[src/core/pins_map.svh]
`ifndef PINS_MAP_SVH
`define PINS_MAP_SVH

// core clock rate and derived cycle counts
`define CORE_CLK_HZ 25000000
`define BLINK_HALF_MS 40
`define BLINK_HALF_CYCLES ((`CORE_CLK_HZ / 1000) * `BLINK_HALF_MS)
// core cycles per receive dibit at 10 Mbps
`define TEN_MBPS_DIV 4'hA
// last four receive dibits of the start-of-frame byte, oldest in the top bits
`define SFD_DIBITS 8'h57
// management address: strap gives bit 0, upper bits fixed
`define MGMT_ADDR_HIGH 4'h0
// receive buffer shape
`define RX_FIFO_DEPTH 8
`define RX_FIFO_WIDTH 3
// management frame: bits after the first start bit up to turnaround
`define MGMT_HDR_BITS 5'hD
`define MGMT_DATA_BITS 5'h10
`define MGMT_OP_READ 2'h2

`endif

[src/core/pins_pkg.sv]
package pins_pkg;
  // straps caught at reset
  typedef struct packed {
    logic [2:0] op_mode;
    logic mgmt_addr0;
    logic int_select;
    logic reg_off;
  } strap_t;
  // one receive transfer
  typedef struct packed {
    logic err;
    logic [1:0] dibit;
  } rx_word_t;
  typedef enum logic [1:0] {MG_IDLE, MG_HDR, MG_TA, MG_DATA} mgmt_state_t;
endpackage

[src/core/rmii_strap_led_pins.sv]
`timescale 1ns/10ps
`include "pins_map.svh"

// small synchronous fifo, valid/ready on both sides
module rx_fifo #(
  parameter int WIDTH = `RX_FIFO_WIDTH,
  parameter int DEPTH = `RX_FIFO_DEPTH
) (
  input wire logic clk,
  input wire logic rst,
  input wire logic in_valid,
  output logic in_ready,
  input wire logic [WIDTH-1:0] in_data,
  output logic out_valid,
  input wire logic out_ready,
  output logic [WIDTH-1:0] out_data
);
  localparam int AW = $clog2(DEPTH);
  logic [WIDTH-1:0] mem [DEPTH];
  logic [AW-1:0] wr_reg;
  logic [AW-1:0] rd_reg;
  logic [AW:0] cnt_reg;
  logic push;
  logic pop;

  assign in_ready = (cnt_reg != (AW+1)'(DEPTH));
  assign out_valid = (cnt_reg != '0);
  assign out_data = mem[rd_reg];
  assign push = in_valid && in_ready;
  assign pop = out_valid && out_ready;

  // storage
  always_ff @(posedge clk) begin
    if (push) begin
      mem[wr_reg] <= in_data;
    end
  end

  // pointers and fill count
  always_ff @(posedge clk or posedge rst) begin
    if (rst) begin
      wr_reg <= '0;
      rd_reg <= '0;
      cnt_reg <= '0;
    end else begin
      if (push) begin
        wr_reg <= (wr_reg == AW'(DEPTH - 1)) ? '0 : wr_reg + 1'b1;
      end
      if (pop) begin
        rd_reg <= (rd_reg == AW'(DEPTH - 1)) ? '0 : rd_reg + 1'b1;
      end
      cnt_reg <= cnt_reg + (AW+1)'(push) - (AW+1)'(pop);
    end
  end
endmodule

// Behaviour
// MAC drives two tx bits under enable
// receive dibit, first output bit 0
// receive error flags errored frame
// carrier/data-valid while medium not idle
// 10 Mbps: data low until SFD
// no 10 Mbps half-duplex transmit echo
// straps latched at both resets
// three mode straps form mode field
// management address from address strap
// link indicator on, blinks on activity
// speed indicator on only at 100
// function strap picks interrupt or refclk
// names beginning n are active low
// management clock in, shared data line
// reference clock output is 50 MHz; here a static enable, high once straps latch in clock mode
// straps frozen until next reset
module rmii_strap_led_pins
  import pins_pkg::*;
#(
  parameter int BLINK_CYCLES = `BLINK_HALF_CYCLES
) (
  input wire logic CORE_CLK,
  input wire logic RST,
  input wire logic SYSTEM_RESET_N,
  input wire logic [1:0] TX_DATA,
  input wire logic TX_ENABLE,
  output logic [1:0] TX_DIBIT_OUT,
  output logic TX_VALID_OUT,
  input wire logic [1:0] LINE_DIBIT,
  input wire logic LINE_VALID,
  input wire logic LINE_ERROR,
  input wire logic LINE_ACTIVE,
  output logic LINE_READY,
  output logic [1:0] RX_DATA,
  output logic RX_DATA_OE_N,
  output logic RX_ERROR,
  output logic CARRIER_DATA_VALID,
  input wire logic OP_MODE_STRAP_BIT0,
  input wire logic OP_MODE_STRAP_BIT1,
  input wire logic OP_MODE_STRAP_BIT2,
  input wire logic MGMT_ADDRESS_STRAP,
  input wire logic SHARED_PIN_FUNCTION_STRAP,
  input wire logic REGULATOR_DISABLE_STRAP,
  output logic [2:0] OP_MODE,
  output logic [4:0] MGMT_ADDRESS,
  output logic REGULATOR_OFF,
  input wire logic SPEED_100,
  input wire logic FULL_DUPLEX,
  input wire logic LOOPBACK,
  input wire logic LINK_UP,
  input wire logic ISOLATE,
  input wire logic ACTIVITY,
  input wire logic INT_REQUEST,
  output logic LINK_ACTIVITY_INDICATOR,
  output logic SPEED_INDICATOR,
  output logic INTERRUPT_OUT_N,
  output logic SHARED_PIN_OE_N,
  output logic REFERENCE_CLOCK_OUT,
  input wire logic MDC,
  input wire logic MDIO_IN,
  output logic MDIO_OUT,
  output logic MDIO_OE_N
);
  // pin synchronisers: straps, reset, tx, management
  logic [11:0] pin_s1_reg;
  logic [11:0] pin_s2_reg;
  always_ff @(posedge CORE_CLK or posedge RST) begin
    if (RST) begin
      pin_s1_reg <= 12'h000;
      pin_s2_reg <= 12'h000;
    end else begin
      pin_s1_reg <= {OP_MODE_STRAP_BIT2, OP_MODE_STRAP_BIT1, OP_MODE_STRAP_BIT0,
                     MGMT_ADDRESS_STRAP, SHARED_PIN_FUNCTION_STRAP, REGULATOR_DISABLE_STRAP,
                     SYSTEM_RESET_N, TX_DATA, TX_ENABLE, MDC, MDIO_IN};
      pin_s2_reg <= pin_s1_reg;
    end
  end
  strap_t strap_pins;
  logic sys_rst_n;
  logic [1:0] tx_dibit_s;
  logic tx_en_s;
  logic mdc_s;
  logic mdio_s;
  assign strap_pins = strap_t'(pin_s2_reg[11:6]);
  assign sys_rst_n = pin_s2_reg[5];
  assign tx_dibit_s = pin_s2_reg[4:3];
  assign tx_en_s = pin_s2_reg[2];
  assign mdc_s = pin_s2_reg[1];
  assign mdio_s = pin_s2_reg[0];

  // strap capture window: power-on reset or system reset held low
  logic latch_pending_reg;
  strap_t strap_reg;
  always_ff @(posedge CORE_CLK or posedge RST) begin
    if (RST) begin
      latch_pending_reg <= 1'b1;
    end else begin
      latch_pending_reg <= !sys_rst_n;
    end
  end
  always_ff @(posedge CORE_CLK or posedge RST) begin
    if (RST) begin
      strap_reg <= '0;
    end else if (latch_pending_reg) begin
      strap_reg <= strap_pins;
    end
  end

  // strap-derived configuration outputs
  always_ff @(posedge CORE_CLK or posedge RST) begin
    if (RST) begin
      OP_MODE <= 3'h0;
      MGMT_ADDRESS <= 5'h00;
      REGULATOR_OFF <= 1'b0;
      RX_DATA_OE_N <= 1'b1;
    end else begin
      OP_MODE <= strap_reg.op_mode;
      MGMT_ADDRESS <= {`MGMT_ADDR_HIGH, strap_reg.mgmt_addr0};
      REGULATOR_OFF <= strap_reg.reg_off;
      RX_DATA_OE_N <= latch_pending_reg; // straps readable while released
    end
  end

  // transmit pass-through to the line side
  always_ff @(posedge CORE_CLK or posedge RST) begin
    if (RST) begin
      TX_DIBIT_OUT <= 2'h0;
      TX_VALID_OUT <= 1'b0;
    end else begin
      TX_VALID_OUT <= tx_en_s;
      TX_DIBIT_OUT <= tx_en_s ? tx_dibit_s : 2'h0;
    end
  end

  // receive source: line, or loopback except at 10 Mbps half duplex
  logic echo_ok;
  logic src_valid;
  logic [1:0] src_dibit;
  logic src_err;
  assign echo_ok = LOOPBACK && (SPEED_100 || FULL_DUPLEX);
  assign src_valid = echo_ok ? tx_en_s : LINE_VALID;
  assign src_dibit = echo_ok ? tx_dibit_s : LINE_DIBIT;
  assign src_err = echo_ok ? 1'b0 : LINE_ERROR;

  // start-of-frame search and frame error memory
  logic [5:0] hist_reg;
  logic sfd_seen_reg;
  logic frame_err_reg;
  logic push_ok;
  logic sfd_now;
  assign sfd_now = ({hist_reg, src_dibit} == `SFD_DIBITS);
  always_ff @(posedge CORE_CLK or posedge RST) begin
    if (RST) begin
      hist_reg <= 6'h00;
      sfd_seen_reg <= 1'b0;
    end else if (!LINE_ACTIVE && !echo_ok) begin
      hist_reg <= 6'h00;
      sfd_seen_reg <= 1'b0;
    end else if (src_valid && push_ok) begin
      hist_reg <= {hist_reg[3:0], src_dibit};
      sfd_seen_reg <= sfd_seen_reg || sfd_now;
    end
  end
  always_ff @(posedge CORE_CLK or posedge RST) begin
    if (RST) begin
      frame_err_reg <= 1'b0;
    end else if (src_valid && src_err) begin
      frame_err_reg <= 1'b1;
    end else if (!LINE_ACTIVE) begin
      frame_err_reg <= 1'b0;
    end
  end

  // word into the receive buffer
  rx_word_t in_word;
  rx_word_t out_word;
  logic out_valid;
  logic drain;
  logic data_gate;
  assign data_gate = SPEED_100 || sfd_seen_reg || sfd_now;
  assign in_word.dibit = data_gate ? src_dibit : 2'h0;
  assign in_word.err = src_err || frame_err_reg;

  rx_fifo #(.WIDTH(`RX_FIFO_WIDTH), .DEPTH(`RX_FIFO_DEPTH)) u_rx_fifo (
    .clk(CORE_CLK),
    .rst(RST),
    .in_valid(src_valid),
    .in_ready(push_ok),
    .in_data(in_word),
    .out_valid(out_valid),
    .out_ready(drain),
    .out_data(out_word)
  );

  // line ready mirrors buffer room, held low while loopback echoes transmit
  always_ff @(posedge CORE_CLK or posedge RST) begin
    if (RST) begin
      LINE_READY <= 1'b0;
    end else begin
      LINE_READY <= push_ok && !echo_ok;
    end
  end

  // drain rate: every cycle at 100, every tenth at 10
  logic [3:0] div_reg;
  logic tick;
  assign tick = SPEED_100 || (div_reg == 4'h0);
  assign drain = tick;
  always_ff @(posedge CORE_CLK or posedge RST) begin
    if (RST) begin
      div_reg <= 4'h0;
    end else begin
      div_reg <= (SPEED_100 || div_reg == `TEN_MBPS_DIV - 4'h1) ? 4'h0 : div_reg + 4'h1;
    end
  end

  // receive pins to the MAC
  always_ff @(posedge CORE_CLK or posedge RST) begin
    if (RST) begin
      RX_DATA <= 2'h0;
      RX_ERROR <= 1'b0;
      CARRIER_DATA_VALID <= 1'b0;
    end else begin
      CARRIER_DATA_VALID <= LINE_ACTIVE || out_valid;
      if (tick) begin
        RX_DATA <= out_valid ? out_word.dibit : 2'h0;
        RX_ERROR <= out_valid && out_word.err;
      end
    end
  end

  // activity hold and blink phase
  logic [31:0] blink_cnt_reg;
  logic blink_phase_reg;
  logic act_hold_reg;
  always_ff @(posedge CORE_CLK or posedge RST) begin
    if (RST) begin
      blink_cnt_reg <= '0;
      blink_phase_reg <= 1'b0;
      act_hold_reg <= 1'b0;
    end else if (blink_cnt_reg == 32'(BLINK_CYCLES - 1)) begin
      blink_cnt_reg <= '0;
      blink_phase_reg <= !blink_phase_reg;
      act_hold_reg <= ACTIVITY;
    end else begin
      blink_cnt_reg <= blink_cnt_reg + 32'h1;
      act_hold_reg <= act_hold_reg || ACTIVITY;
    end
  end

  // indicators
  always_ff @(posedge CORE_CLK or posedge RST) begin
    if (RST) begin
      LINK_ACTIVITY_INDICATOR <= 1'b0;
      SPEED_INDICATOR <= 1'b0;
    end else begin
      LINK_ACTIVITY_INDICATOR <= LINK_UP && !(act_hold_reg && blink_phase_reg);
      SPEED_INDICATOR <= SPEED_100 && !ISOLATE;
    end
  end

  // shared pin: open-drain interrupt or reference clock enable
  always_ff @(posedge CORE_CLK or posedge RST) begin
    if (RST) begin
      INTERRUPT_OUT_N <= 1'b1;
      SHARED_PIN_OE_N <= 1'b1;
      REFERENCE_CLOCK_OUT <= 1'b0;
    end else if (strap_reg.int_select) begin
      INTERRUPT_OUT_N <= 1'b0;
      SHARED_PIN_OE_N <= !INT_REQUEST;
      REFERENCE_CLOCK_OUT <= 1'b0;
    end else begin
      INTERRUPT_OUT_N <= 1'b1;
      SHARED_PIN_OE_N <= latch_pending_reg;
      REFERENCE_CLOCK_OUT <= !latch_pending_reg;
    end
  end

  // management frame: answer reads to our address with zero data
  mgmt_state_t mg_state_reg;
  logic mdc_d_reg;
  logic [4:0] mg_cnt_reg;
  logic [12:0] mg_shift_reg;
  logic mdc_rise;
  logic [12:0] hdr;
  assign mdc_rise = mdc_s && !mdc_d_reg;
  assign hdr = {mg_shift_reg[11:0], mdio_s};
  always_ff @(posedge CORE_CLK or posedge RST) begin
    if (RST) begin
      mdc_d_reg <= 1'b0;
      mg_state_reg <= MG_IDLE;
      mg_cnt_reg <= 5'h00;
      mg_shift_reg <= 13'h0000;
      MDIO_OUT <= 1'b1;
      MDIO_OE_N <= 1'b1;
    end else begin
      mdc_d_reg <= mdc_s;
      if (mdc_rise) begin
        mg_shift_reg <= hdr;
        case (mg_state_reg)
          MG_IDLE: begin
            MDIO_OE_N <= 1'b1;
            mg_cnt_reg <= 5'h00;
            if (!mdio_s) begin
              mg_state_reg <= MG_HDR;
            end
          end
          MG_HDR: begin
            mg_cnt_reg <= mg_cnt_reg + 5'h01;
            if (mg_cnt_reg == `MGMT_HDR_BITS - 5'h01) begin
              mg_cnt_reg <= 5'h00;
              if (hdr[11:10] == `MGMT_OP_READ && hdr[9:5] == MGMT_ADDRESS) begin
                mg_state_reg <= MG_TA;
              end else begin
                mg_state_reg <= MG_IDLE;
              end
            end
          end
          MG_TA: begin
            MDIO_OUT <= 1'b0;
            MDIO_OE_N <= 1'b0;
            mg_state_reg <= MG_DATA;
          end
          MG_DATA: begin
            mg_cnt_reg <= mg_cnt_reg + 5'h01;
            if (mg_cnt_reg == `MGMT_DATA_BITS) begin
              MDIO_OE_N <= 1'b1;
              MDIO_OUT <= 1'b1;
              mg_state_reg <= MG_IDLE;
            end
          end
          default: begin
            mg_state_reg <= MG_IDLE;
          end
        endcase
      end
    end
  end
endmodule

[config.mk]
export PLATFORM = sky130hd
export DESIGN_NAME = rmii_strap_led_pins
export DESIGN_NICKNAME = d
export VERILOG_FILES = /design/src/core/pins_pkg.sv /design/src/core/rmii_strap_led_pins.sv
export VERILOG_INCLUDE_DIRS = /design/src /design/src/core
export SDC_FILE = /design/constraint.sdc
export NUM_CORES = 1
export LEC_CHECK = 0
export ABC_AREA = 1
export BUFFER_PORTS_ARGS = -buffer_cell sky130_fd_sc_hd__buf_2
export CORE_MARGIN = 1
export CORE_UTILIZATION = 45
export DETAILED_ROUTE_END_ITERATION = 8
export SYNTH_ARGS = -nofsm -noshare
export SYNTH_HDL_FRONTEND = slang
export SYNTH_SLANG_ARGS = --single-unit
[constraint.sdc]
create_clock -name CORE_CLK -period 6.79 [get_ports CORE_CLK]
set_input_delay 0.679 -clock CORE_CLK [delete_from_list [all_inputs] [get_ports CORE_CLK]]
set_output_delay 0.679 -clock CORE_CLK [all_outputs]
set_load 0.02 [all_outputs]
==> results_dict.tcl, run 1 <==
set metrics [dict create \
    wl_per_cell_um 13.2 \
    cp.arrival_ns 2.75 \
    p_int_w 0.00174 \
    wirelength_mm 12.8 \
    path_clk_slew_ns 0.06 \
    crit_path_max_fanout 9 \
    synth_edf_count 24 \
    max_slew_margin_pct 25.4 \
    cts_tree "built" \
    drive_gt1_share_pct 15.0 \
    synth.most_common_cell "nand2_1" \
    fillCellCount 1344 \
    power_density_nw_per_um2 324 \
    multiInputGateArea_um2 2320 \
    post_cts_resized 0 \
    final_max_slew_viol_count 0 \
    path_cells "inv_1 > ha_1 > a31oi_1 > nor2_2 > ha_1 > inv_1 > ha_1 > fa_1 > xor2_1" \
    rows 44 \
    status "finished, final reports clean" \
    max_stage_delay_ns 0.41 \
    rsz0062_at_grt "false" \
    final-setup-viol-count 0 \
    peakVddDrop_uv 204 \
    async_flop_share_pct 84.1 \
    first_iter_violations 335 \
    grt_max_degree 74 \
    cpMostUsedCell "ha_1" \
    hold_class "flip-flop to flip-flop" \
    combPwrFrac_pct 18.6 \
    power_w 0.00248 \
    hold_buffers 0 \
    grt_pass1_wl_mm 22.0 \
    dr.pass1.iters 5 \
    numCtsBuffers 17 \
    die_h_um 124 \
    sw_frac_of_total_pct 29.8 \
    min_period_ns 2.45 \
    crit_type "flip-flop to flip-flop" \
    avgViaCountPerCell 4.82 \
    cts_setup_buffers 0 \
    drc 0 \
    clock_sinks 151 \
    synth_top_cell_by_area "dfrtp_1" \
    dp_hpwl_mm 9.23 \
    antenna_left 0 \
    maxCapViolations 0 \
    place_ws_ns 4.05 \
    gp_congestion 0.849 \
    crit_path_top_delay_cell "dfrtp_1" \
    cts_max_level 4 \
    die_w_um 124 \
    dieArea_um2 15300 \
    seq_area_um2 3910 \
    cts-root-buf "clkbuf_16" \
    cp_num_buf_inv 2 \
    required_ns 7.09 \
    yosysUniqueCellTypes 36 \
    insertion_delay_ns 0.42 \
    num_antenna_cells 0 \
    crit_path_end_kind "flip-flop" \
    track_usage_pct 18.9 \
    synth_common_cells "nand2_1 (175), dfrtp_1 (121), inv_1 (99)" \
    synth_seq_cells 151 \
    io_pins 51 \
    synth.top_cell.area_share_pct 45.3 \
    final_nets 821 \
    final_area_um2 7660 \
    grt_pass1_vias 4764 \
    cp_top_family "adder cells" \
    finClkSkew_ns 0.00992 \
    syn_inst 720 \
    timing.fmax_mhz 408 \
    coreArea_um2 14500 \
    pwr-share-seq_pct 45.8 \
    start_kind "flip-flop" \
    finalSetupTns_ns 0 \
    overflow 0 \
    placed_cell_area_um2 7100 \
    hold_violations 0 \
    antenna_found_initial 0 \
    cts_max_path_buffers 2 \
    seq_area_frac_synth_pct 58.5 \
    syn_to_final_growth_pct 14.6 \
    p_switching_w 0.000740 \
    p_clk_share_pct 35.6 \
    p_leak_nw 3.67 \
    fin_crit_sh_pct 36.1 \
    worst_pin_slew_ns 1.11 \
    largest_register_ffs 32 \
    synth_area_um2 6680 \
    post-route-worst-setup-slack_ns 4.34 \
    dr_total_vias 4700 \
    synth.avg_cell_area_um2 9.28 \
    ys.flop_type "dfrtp_1" \
    netlist_top_cells_area "dfrtp_1 (45%), edfxtp_1 (11%), nand2_1 (9.8%), inv_1 (5.6%), nor2_1 (5.1%)" \
    initial_core_util_pct 46.0 \
    yosysWarnings 0 \
    port_buffers 46 \
]
==> logic make-up after synthesis <==
| kind of cell | Yosys count | share of synthesized area, % |
|---|---|---|
| AOI/OAI and AO/OA | 58 | 4.74 |
| xor gates and xnor gates | 22 | 2.88 |
| adders and majority gates | 17 | 3.30 |
| buffers and inverters | 115 | 6.91 |
| DFF | 151 | 58.5 |
| muxes | 5 | 0.843 |
| other | 1 | 0.0561 |
| and+or+nand+nor | 351 | 22.8 |
==> stage by stage <==
| step | instances | hold slack (ns) | utilization (%) |
|---|---|---|---|
| final | 975 | 0.346 | 52.7 |
| after global routing | 975 | 0.341 | 52.7 |
| after CTS | 975 | 0.343 | 52.7 |
| after detailed placement | 943 | 0.335 | 48.8 |
| after global placement | 943 | 0.333 | 48.8 |
| after floorplan | 723 | 0.331 | - |
==> placed cells by master, fill, tap and decap left out, types with 2 or more instances in the layout <==
cell,count
inv_1,98
xor2_1,19
nor2_1,90
mux2_2,5
clkinv_4,3
a31oi_1,2
nor2_2,13
dfstp_2,6
clkinvlp_4,2
inv_2,4
a21boi_0,2
dfrtp_1,121
nand2_2,5
conb_1,4
xnor2_1,3
clkbuf_1,4
buf_4,2
inv_6,2
nand3_1,41
nor3_1,10
o211ai_1,6
edfxtp_1,24
ha_1,16
o21ai_0,40
nand4_1,7
a21oi_1,6
clkbuf_8,2
buf_2,46
nand2_1,175
clkbuf_16,17
nor2_4,3
or2_2,2
==> metal layers <==
layer  global-route usage (%)  up-vias  share of wire [%]
met4                     6.48        0                1.8
met1                     23.7     2228                 46
li1                         -     2371                  -
met3                     4.99       18                3.3
met2                     31.6       83                 49
met5                        0        -                  0
==> final cells by class <==
type                            instances  share of cell area (%)
Tap cell                              184                    3.01
Multi-Input combinational cell        457                    30.4
Timing Repair Buffer                   48                    3.20
Clock inverter                          9                    1.23
Sequential cell                       151                    51.0
Clock buffer                           23                    6.11
Inverter                              103                    5.08
==> power groups by stage <==
| stage | sequential (W) | clock, W | combinational (W) |
|---|---|---|---|
| finish | 0.00113 | 0.000882 | 0.000461 |
| global route | 0.00115 | 0.000944 | 0.000544 |
| detailed placement | 0.00115 | 0 | 0.000466 |
| global placement | 0.00115 | 0 | 0.000440 |
| CTS | 0.00114 | 0.000906 | 0.000471 |
| floorplan | 0.00115 | 0 | 0.000329 |
==> final timing paths <==
check | start | end | slack, ns | cells past startpoint
max | div_reg[0] | u_rx_fifo.cnt_reg[2] | 4.34 | 9
min | pin_s1_reg[7] | pin_s2_reg[7] | 0.35 | 0
max reg2reg | div_reg[0] | u_rx_fifo.cnt_reg[2] | 4.34 | 9
min reg2reg | pin_s1_reg[7] | pin_s2_reg[7] | 0.35 | 0
max in group asynchronous | RST | mg_shift_reg[7] | 5.10 | 3
min in group asynchronous | RST | blink_cnt_reg[1] | 0.36 | 2
No activity file was read; power rests on OpenSTA's default activity.
==> run 2, diff against run 1 <==
Settings changed: ABC_AREA 1 to 0, PLACE_DENSITY set to 0.65.
Clock period 6.79 ns to 2.2 ns, I/O delays scaled along.
==> run 2 against run 1 <==
Via count down 13%. Area after synthesis shrank 6.9%. Combinational power rose to 3.0 times the previous value. Highest routed layer unchanged. Utilization increased by 3.9 points.
==> results_dict.tcl, run 2 <==
set metrics [dict create \
    gp_congestion 0.830 \
    p_switching_w 0.00210 \
    reg2reg_from "div_reg[1]" \
    start_kind "flip-flop" \
    combPwrFrac_pct 18.1 \
    max_slew_margin_pct 60.9 \
    wirelength_mm 11.9 \
    hold_violations 0 \
    crit_path_max_fanout 2 \
    startpoint "div_reg[1]" \
    post-route-worst-setup-slack_ns 0.149 \
    numCtsBuffers 17 \
    finClkSkew_ns 0.00691 \
    rsz0062_at_grt "false" \
    place_ws_ns 0.0555 \
    timing.fmax_mhz 488 \
    dr_wl_met3_um 434 \
    avgViaCountPerCell 5.20 \
    fillCellCount 1125 \
    grt_pass1_wl_mm 20.2 \
    sw_frac_of_total_pct 27.3 \
    power_density_nw_per_um2 1010 \
    finalSetupTns_ns 0 \
    grt_pass1_vias 4116 \
    hold_class "input pin to flip-flop" \
    yosysWarnings 0 \
    crit_path_end_kind "flip-flop" \
    synth_seq_cells 151 \
    initial_core_util_pct 46.6 \
    dr_total_vias 4070 \
    p_int_w 0.00557 \
    async_flop_share_pct 84.1 \
    rrSetupSlack_ns 0.15 \
    top_layer "met4" \
    status "finished, final reports clean" \
    insertion_delay_ns 0.42 \
    syn_to_final_growth_pct 21.4 \
    yosysUniqueCellTypes 52 \
    met2WireLength_mm 5.83 \
    largest_register_ffs 32 \
    wl_met1_mm 5.55 \
    wl_per_cell_um 15.3 \
    num_antenna_cells 0 \
    crit_type "flip-flop to flip-flop" \
    rows 42 \
    seq_area_frac_synth_pct 62.8 \
    maxCapViolations 0 \
    cts_tree "built" \
    reg2regPathDepth 10 \
    min_period_ns 2.05 \
    cp.arrival_ns 2.35 \
    final_max_slew_viol_count 0 \
    final_area_um2 7550 \
    overflow 0 \
    pwr-share-seq_pct 46.2 \
    antenna_found_initial 0 \
    endpoint "u_rx_fifo.cnt_reg[2]" \
    drive_gt1_share_pct 21.9 \
    final_cell_mix "dfrtp_1 (121), nand2_1 (60), buf_2 (46), nor2_1 (24), edfxtp_1 (24)" \
    placed_cell_area_um2 6820 \
    required_ns 2.50 \
    synth_area_um2 6220 \
    fin_crit_sh_pct 93.2 \
    antenna_left 0 \
    netlist_top_cells_area "dfrtp_1 (49%), edfxtp_1 (12%), nand2_1 (3.6%), ha_1 (3.2%), dfstp_2 (2.5%)" \
    syn_inst 502 \
    path_clk_slew_ns 0.06 \
    port_buffers 46 \
    final_common_cell "dfrtp_1" \
    final-setup-viol-count 0 \
    clock_sinks 151 \
    dp_hpwl_mm 8.31 \
    p_leak_nw 3.42 \
    power_w 0.00766 \
    ys.flop_type "dfrtp_1" \
    track_usage_pct 18.5 \
    grt_max_degree 28 \
    die_w_um 120 \
    synth_edf_count 24 \
    p_clk_share_pct 35.7 \
    worst_pin_slew_ns 0.585 \
    synth_top_cell_by_area "dfrtp_1" \
    dieArea_um2 14300 \
    coreArea_um2 13300 \
    io_pins 51 \
    first_iter_violations 193 \
    final_nets 636 \
    die_h_um 120 \
    synth_common_cells "dfrtp_1 (121), nand2_1 (60), edfxtp_1 (24), inv_1 (24), nor2_1 (24)" \
    peakVddDrop_uv 521 \
    drc 0 \
    cts_max_level 4 \
    synth.most_common_cell "dfrtp_1" \
    cts_max_path_buffers 2 \
    dr.pass1.iters 4 \
    synth.top_cell.area_share_pct 48.7 \
    cts-root-buf "clkbuf_16" \
    r2r-end "u_rx_fifo.cnt_reg[2]" \
    synth.avg_cell_area_um2 12.4 \
]
[run 2: cell types whose count changed after synthesis, moves of 7 or more]
| cell | before | now |
|---|---|---|
| nor2_1 | 90 | 24 |
| xnor2_1 | 3 | 13 |
| mux2i_1 | 0 | 8 |
| inv_1 | 99 | 24 |
| nor2_2 | 13 | 0 |
| mux2_2 | 5 | 13 |
| nand3_1 | 41 | 19 |
| a21oi_1 | 6 | 18 |
| o21ai_0 | 40 | 18 |
| nand2_1 | 175 | 60 |
| clkbuf_1 | 3 | 10 |
| nor4_1 | 0 | 10 |
[run 2: how the worst min path moves through the flow]
stage	startpoint	to	slack [ns]	cells past startpoint
after global placement	RST	pin_s1_reg[9]	0.32	2
after global routing	LINK_UP	LINK_ACTIVITY_INDICATOR	0.05	2
after floorplan	MDIO_IN	pin_s1_reg[0]	0.25	0
after detailed placement	RST	pin_s1_reg[9]	0.32	2
after CTS	LINK_UP	LINK_ACTIVITY_INDICATOR	0.04	2
final	LINK_UP	LINK_ACTIVITY_INDICATOR	0.06	2
[run 2: cell type report]
type                       instances  area (µm²)  share of cell area [%]
timing repair buffer              87         616                    8.15
clock buffer                      24         492                    6.51
sequential                       151        3910                    51.7
tap                              176         220                    2.92
clock inverter                     8        72.6                   0.961
inverter                          24        93.8                    1.24
multi-input combinational        312        2150                    28.5
[run 2: logic make-up (layout without fill, tap and decap cells)]
family	after synthesis	after routing	share of synthesized area [%]
AOI/OAI and AO/OA	62	62	6.28
DFF	151	151	62.8
xor gates and xnor gates	30	30	4.22
muxes	27	27	5.81
adders and majority gates	17	17	3.54
buffers and inverters	42	143	2.88
other	1	4	0.0603
and+or+nand+nor	172	172	14.4
[run 2: through the flow]
| stage | hold WS (ns) | util [%] | instances |
|---|---|---|---|
| after detailed placement | 0.324 | 51.1 | 733 |
| after CTS | 0.0402 | 56.5 | 781 |
| after floorplan | 0.251 | - | 505 |
| final | 0.0620 | 56.6 | 782 |
| after global placement | 0.315 | 51.1 | 733 |
| after global routing | 0.0525 | 56.6 | 782 |
[run 2: layer usage]
metal | vias to the layer above | track usage [%]
li1 | 1947 | -
met1 | 2045 | 24.6
met2 | 69 | 29.0
met3 | 9 | 5.47
met4 | 0 | 6.17
met5 | - | 0
[run 2: critical path, cell delays in order (launching register included)]
cell and delay [ns]:
dfrtp_1 0.35, inv_1 0.06, ha_1 0.18, a21oi_2 0.16
a21o_1 0.12, inv_1 0.04, ha_1 0.26, inv_1 0.04
ha_1 0.20, fa_2 0.35, xor2_1 0.17
[run 2: what timing repair did]
item | in CTS | in global routing
gates resized for setup | 0 | 1
hold buffers | 16 | 0
setup endpoints to repair | 0 | 2
endpoints found under the hold margin | 31 | 0
setup buffers | 0 | 1
[run 2: power groups by stage]
stage | Combinational [W] | Sequential (W) | Clock, W
finish | 0.00139 | 0.00354 | 0.00274
global route | 0.00157 | 0.00359 | 0.00292
CTS | 0.00140 | 0.00354 | 0.00282
detailed placement | 0.00137 | 0.00359 | 0
global placement | 0.00129 | 0.00356 | 0
floorplan | 0.000955 | 0.00352 | 0
==> run 3, diff against run 2 <==
Settings changed: PLACE_DENSITY 0.65 to not set, SETUP_SLACK_MARGIN set to 0.5.
Clock period 2.2 ns to 2.4 ns, I/O delays scaled along.
==> run 3 against run 2 <==
Final area is 2.3% higher. Combinational power down 7%. Utilization rose by 1.3 points. Via count decreased by 0.79%. Global-route usage shrank 1.3 points. Cell count is 0.26% lower. Clock skew down 0.0031 ns. Clock power is essentially flat.
==> results_dict.tcl, run 3 (synthesis results as in run 2) <==
set metrics [dict create \
    final-setup-viol-count 0 \
    die_w_um 120 \
    hold_start "ACTIVITY" \
    max_slew_margin_pct 57.0 \
    gp_congestion 0.783 \
    crit_path_end_kind "flip-flop" \
    initial_core_util_pct 46.6 \
    num_antenna_cells 0 \
    syn_to_final_growth_pct 24.2 \
    finalSetupTns_ns 0 \
    min_period_ns 1.92 \
    clock_sinks 151 \
    maxCapViolations 0 \
    fin_crit_sh_pct 79.8 \
    largest_register_ffs 32 \
    p_leak_nw 3.45 \
    dr.pass1.iters 4 \
    peakVddDrop_uv 546 \
    status "finished, final reports clean" \
    placed_cell_area_um2 6760 \
    grt_max_degree 128 \
    crit_type "flip-flop to flip-flop" \
    cts-root-buf "clkbuf_16" \
    reg2reg_from "div_reg[1]" \
    numCtsBuffers 17 \
    multiInputGateArea_um2 2300 \
    path_cells "inv_2 > ha_4 > a21oi_4 > a21o_1 > inv_2 > ha_4 > inv_2 > ha_4 > fa_2 > xor2_1" \
    rsz0062_at_grt "true" \
    cp_num_buf_inv 3 \
    fillCellCount 1110 \
    first_iter_violations 266 \
    grt_pass1_wl_mm 19.0 \
    cts_max_level 4 \
    drive_gt1_share_pct 26.5 \
    cts_max_path_buffers 2 \
    die_h_um 120 \
    finClkSkew_ns 0.00380 \
    io_pins 51 \
    dieArea_um2 14300 \
    dp_hpwl_mm 7.20 \
    antenna_found_initial 0 \
    final_max_slew_viol_count 0 \
    cp.arrival_ns 2.21 \
    hold_violations 0 \
    max_stage_delay_ns 0.36 \
    cp_top_family "adder cells" \
    final_area_um2 7720 \
    cts_tree "built" \
    dr_total_vias 4038 \
    crit_path_top_delay_cell "dfrtp_1" \
    path_clk_slew_ns 0.06 \
    wirelength_mm 11.2 \
    insertion_delay_ns 0.42 \
    coreArea_um2 13300 \
    port_buffers 46 \
    required_ns 2.70 \
    final_cell_mix "dfrtp_1 (117), nand2_1 (59), buf_2 (46), buf_4 (24), edfxtp_1 (24)" \
    worst_pin_slew_ns 0.645 \
    rows 42 \
    grt_pass1_vias 4032 \
    power_density_nw_per_um2 946 \
    final_nets 634 \
    wl_per_cell_um 14.3 \
    track_usage_pct 17.2 \
    start_kind "flip-flop" \
    drc 0 \
    seq_area_um2 3910 \
    antenna_left 0 \
    timing.fmax_mhz 522 \
    startpoint "div_reg[1]" \
    overflow 0 \
    final_common_cell "dfrtp_1" \
    avgViaCountPerCell 5.18 \
    hold_class "input pin to flip-flop" \
    crit_path_max_fanout 2 \
]
==> run 3: cell count changes in the layout (fill, tap and decap cells not counted), sizes merged <==
cell	previous run	this run
inv	23	24
clkinv	7	5
clkbuf	24	19
bufinv	1	4
clkinvlp	1	4
dlygate4sd3	16	14
==> run 3: path summary, 6_finish.rpt <==
kind / cells past startpoint / slack [ns] / end
min in group asynchronous: 3 / 0.03 / strap_reg[3]
min: 2 / 0.02 / act_hold_reg
min reg2reg: 0 / 0.35 / pin_s2_reg[8]
max: 10 / 0.48 / u_rx_fifo.cnt_reg[2]
max in group asynchronous: 3 / 1.89 / div_reg[2]
max reg2reg: 10 / 0.48 / u_rx_fifo.cnt_reg[2]
==> run 3: routing by layer <==
| metal | global-route usage (%) | wire length [µm] | up-vias |
|---|---|---|---|
| li1 | - | - | 1933 |
| met1 | 21.6 | 4980 | 1994 |
| met2 | 27.3 | 5450 | 92 |
| met3 | 4.99 | 518 | 19 |
| met4 | 8.28 | 222 | 0 |
| met5 | 0 | 0 | - |
==> run 3: metrics by stage <==
| step | hold WS (ns) | instances | total power, W | utilization, % | setup WS (ns) |
|---|---|---|---|---|---|
| after floorplan | 0.271 | 505 | 0.00416 | - | 0.325 |
| after global placement | 0.333 | 721 | 0.00446 | 50.6 | 0.286 |
| after detailed placement | 0.336 | 721 | 0.00454 | 50.6 | 0.228 |
| after CTS | 0.00343 | 774 | 0.00737 | 57.0 | 0.481 |
| after global routing | 0.0145 | 780 | 0.00770 | 57.9 | 0.399 |
| final | 0.0166 | 780 | 0.00730 | 57.9 | 0.484 |
==> run 3: where the power goes <==
part | total [W] | internal, W | switching (W)
logic | 0.00129 | 0.000650 | 0.000639
registers | 0.00325 | 0.00295 | 0.000306
clock network | 0.00276 | 0.00176 | 0.00100
total | 0.00730 | 0.00536 | 0.00195
==> run 3: repair_timing <==
item / in CTS / in global routing
resized for setup: 7 / 18
endpoints found under the setup margin: 14 / 25
hold buffers: 14 / 0
endpoints found under the hold margin: 14 / 0
buffers inserted: 7 / 6
pin swaps: 5 / 6
==> run 3: layout make-up <==
type / instances / area share, %
Tap cell: 176 / 2.85
Clock inverter: 13 / 2.30
Inverter: 24 / 1.25
Timing Repair Buffer: 85 / 7.39
Sequential cell: 151 / 50.6
Clock buffer: 19 / 5.74
Multi-Input combinational cell: 312 / 29.8
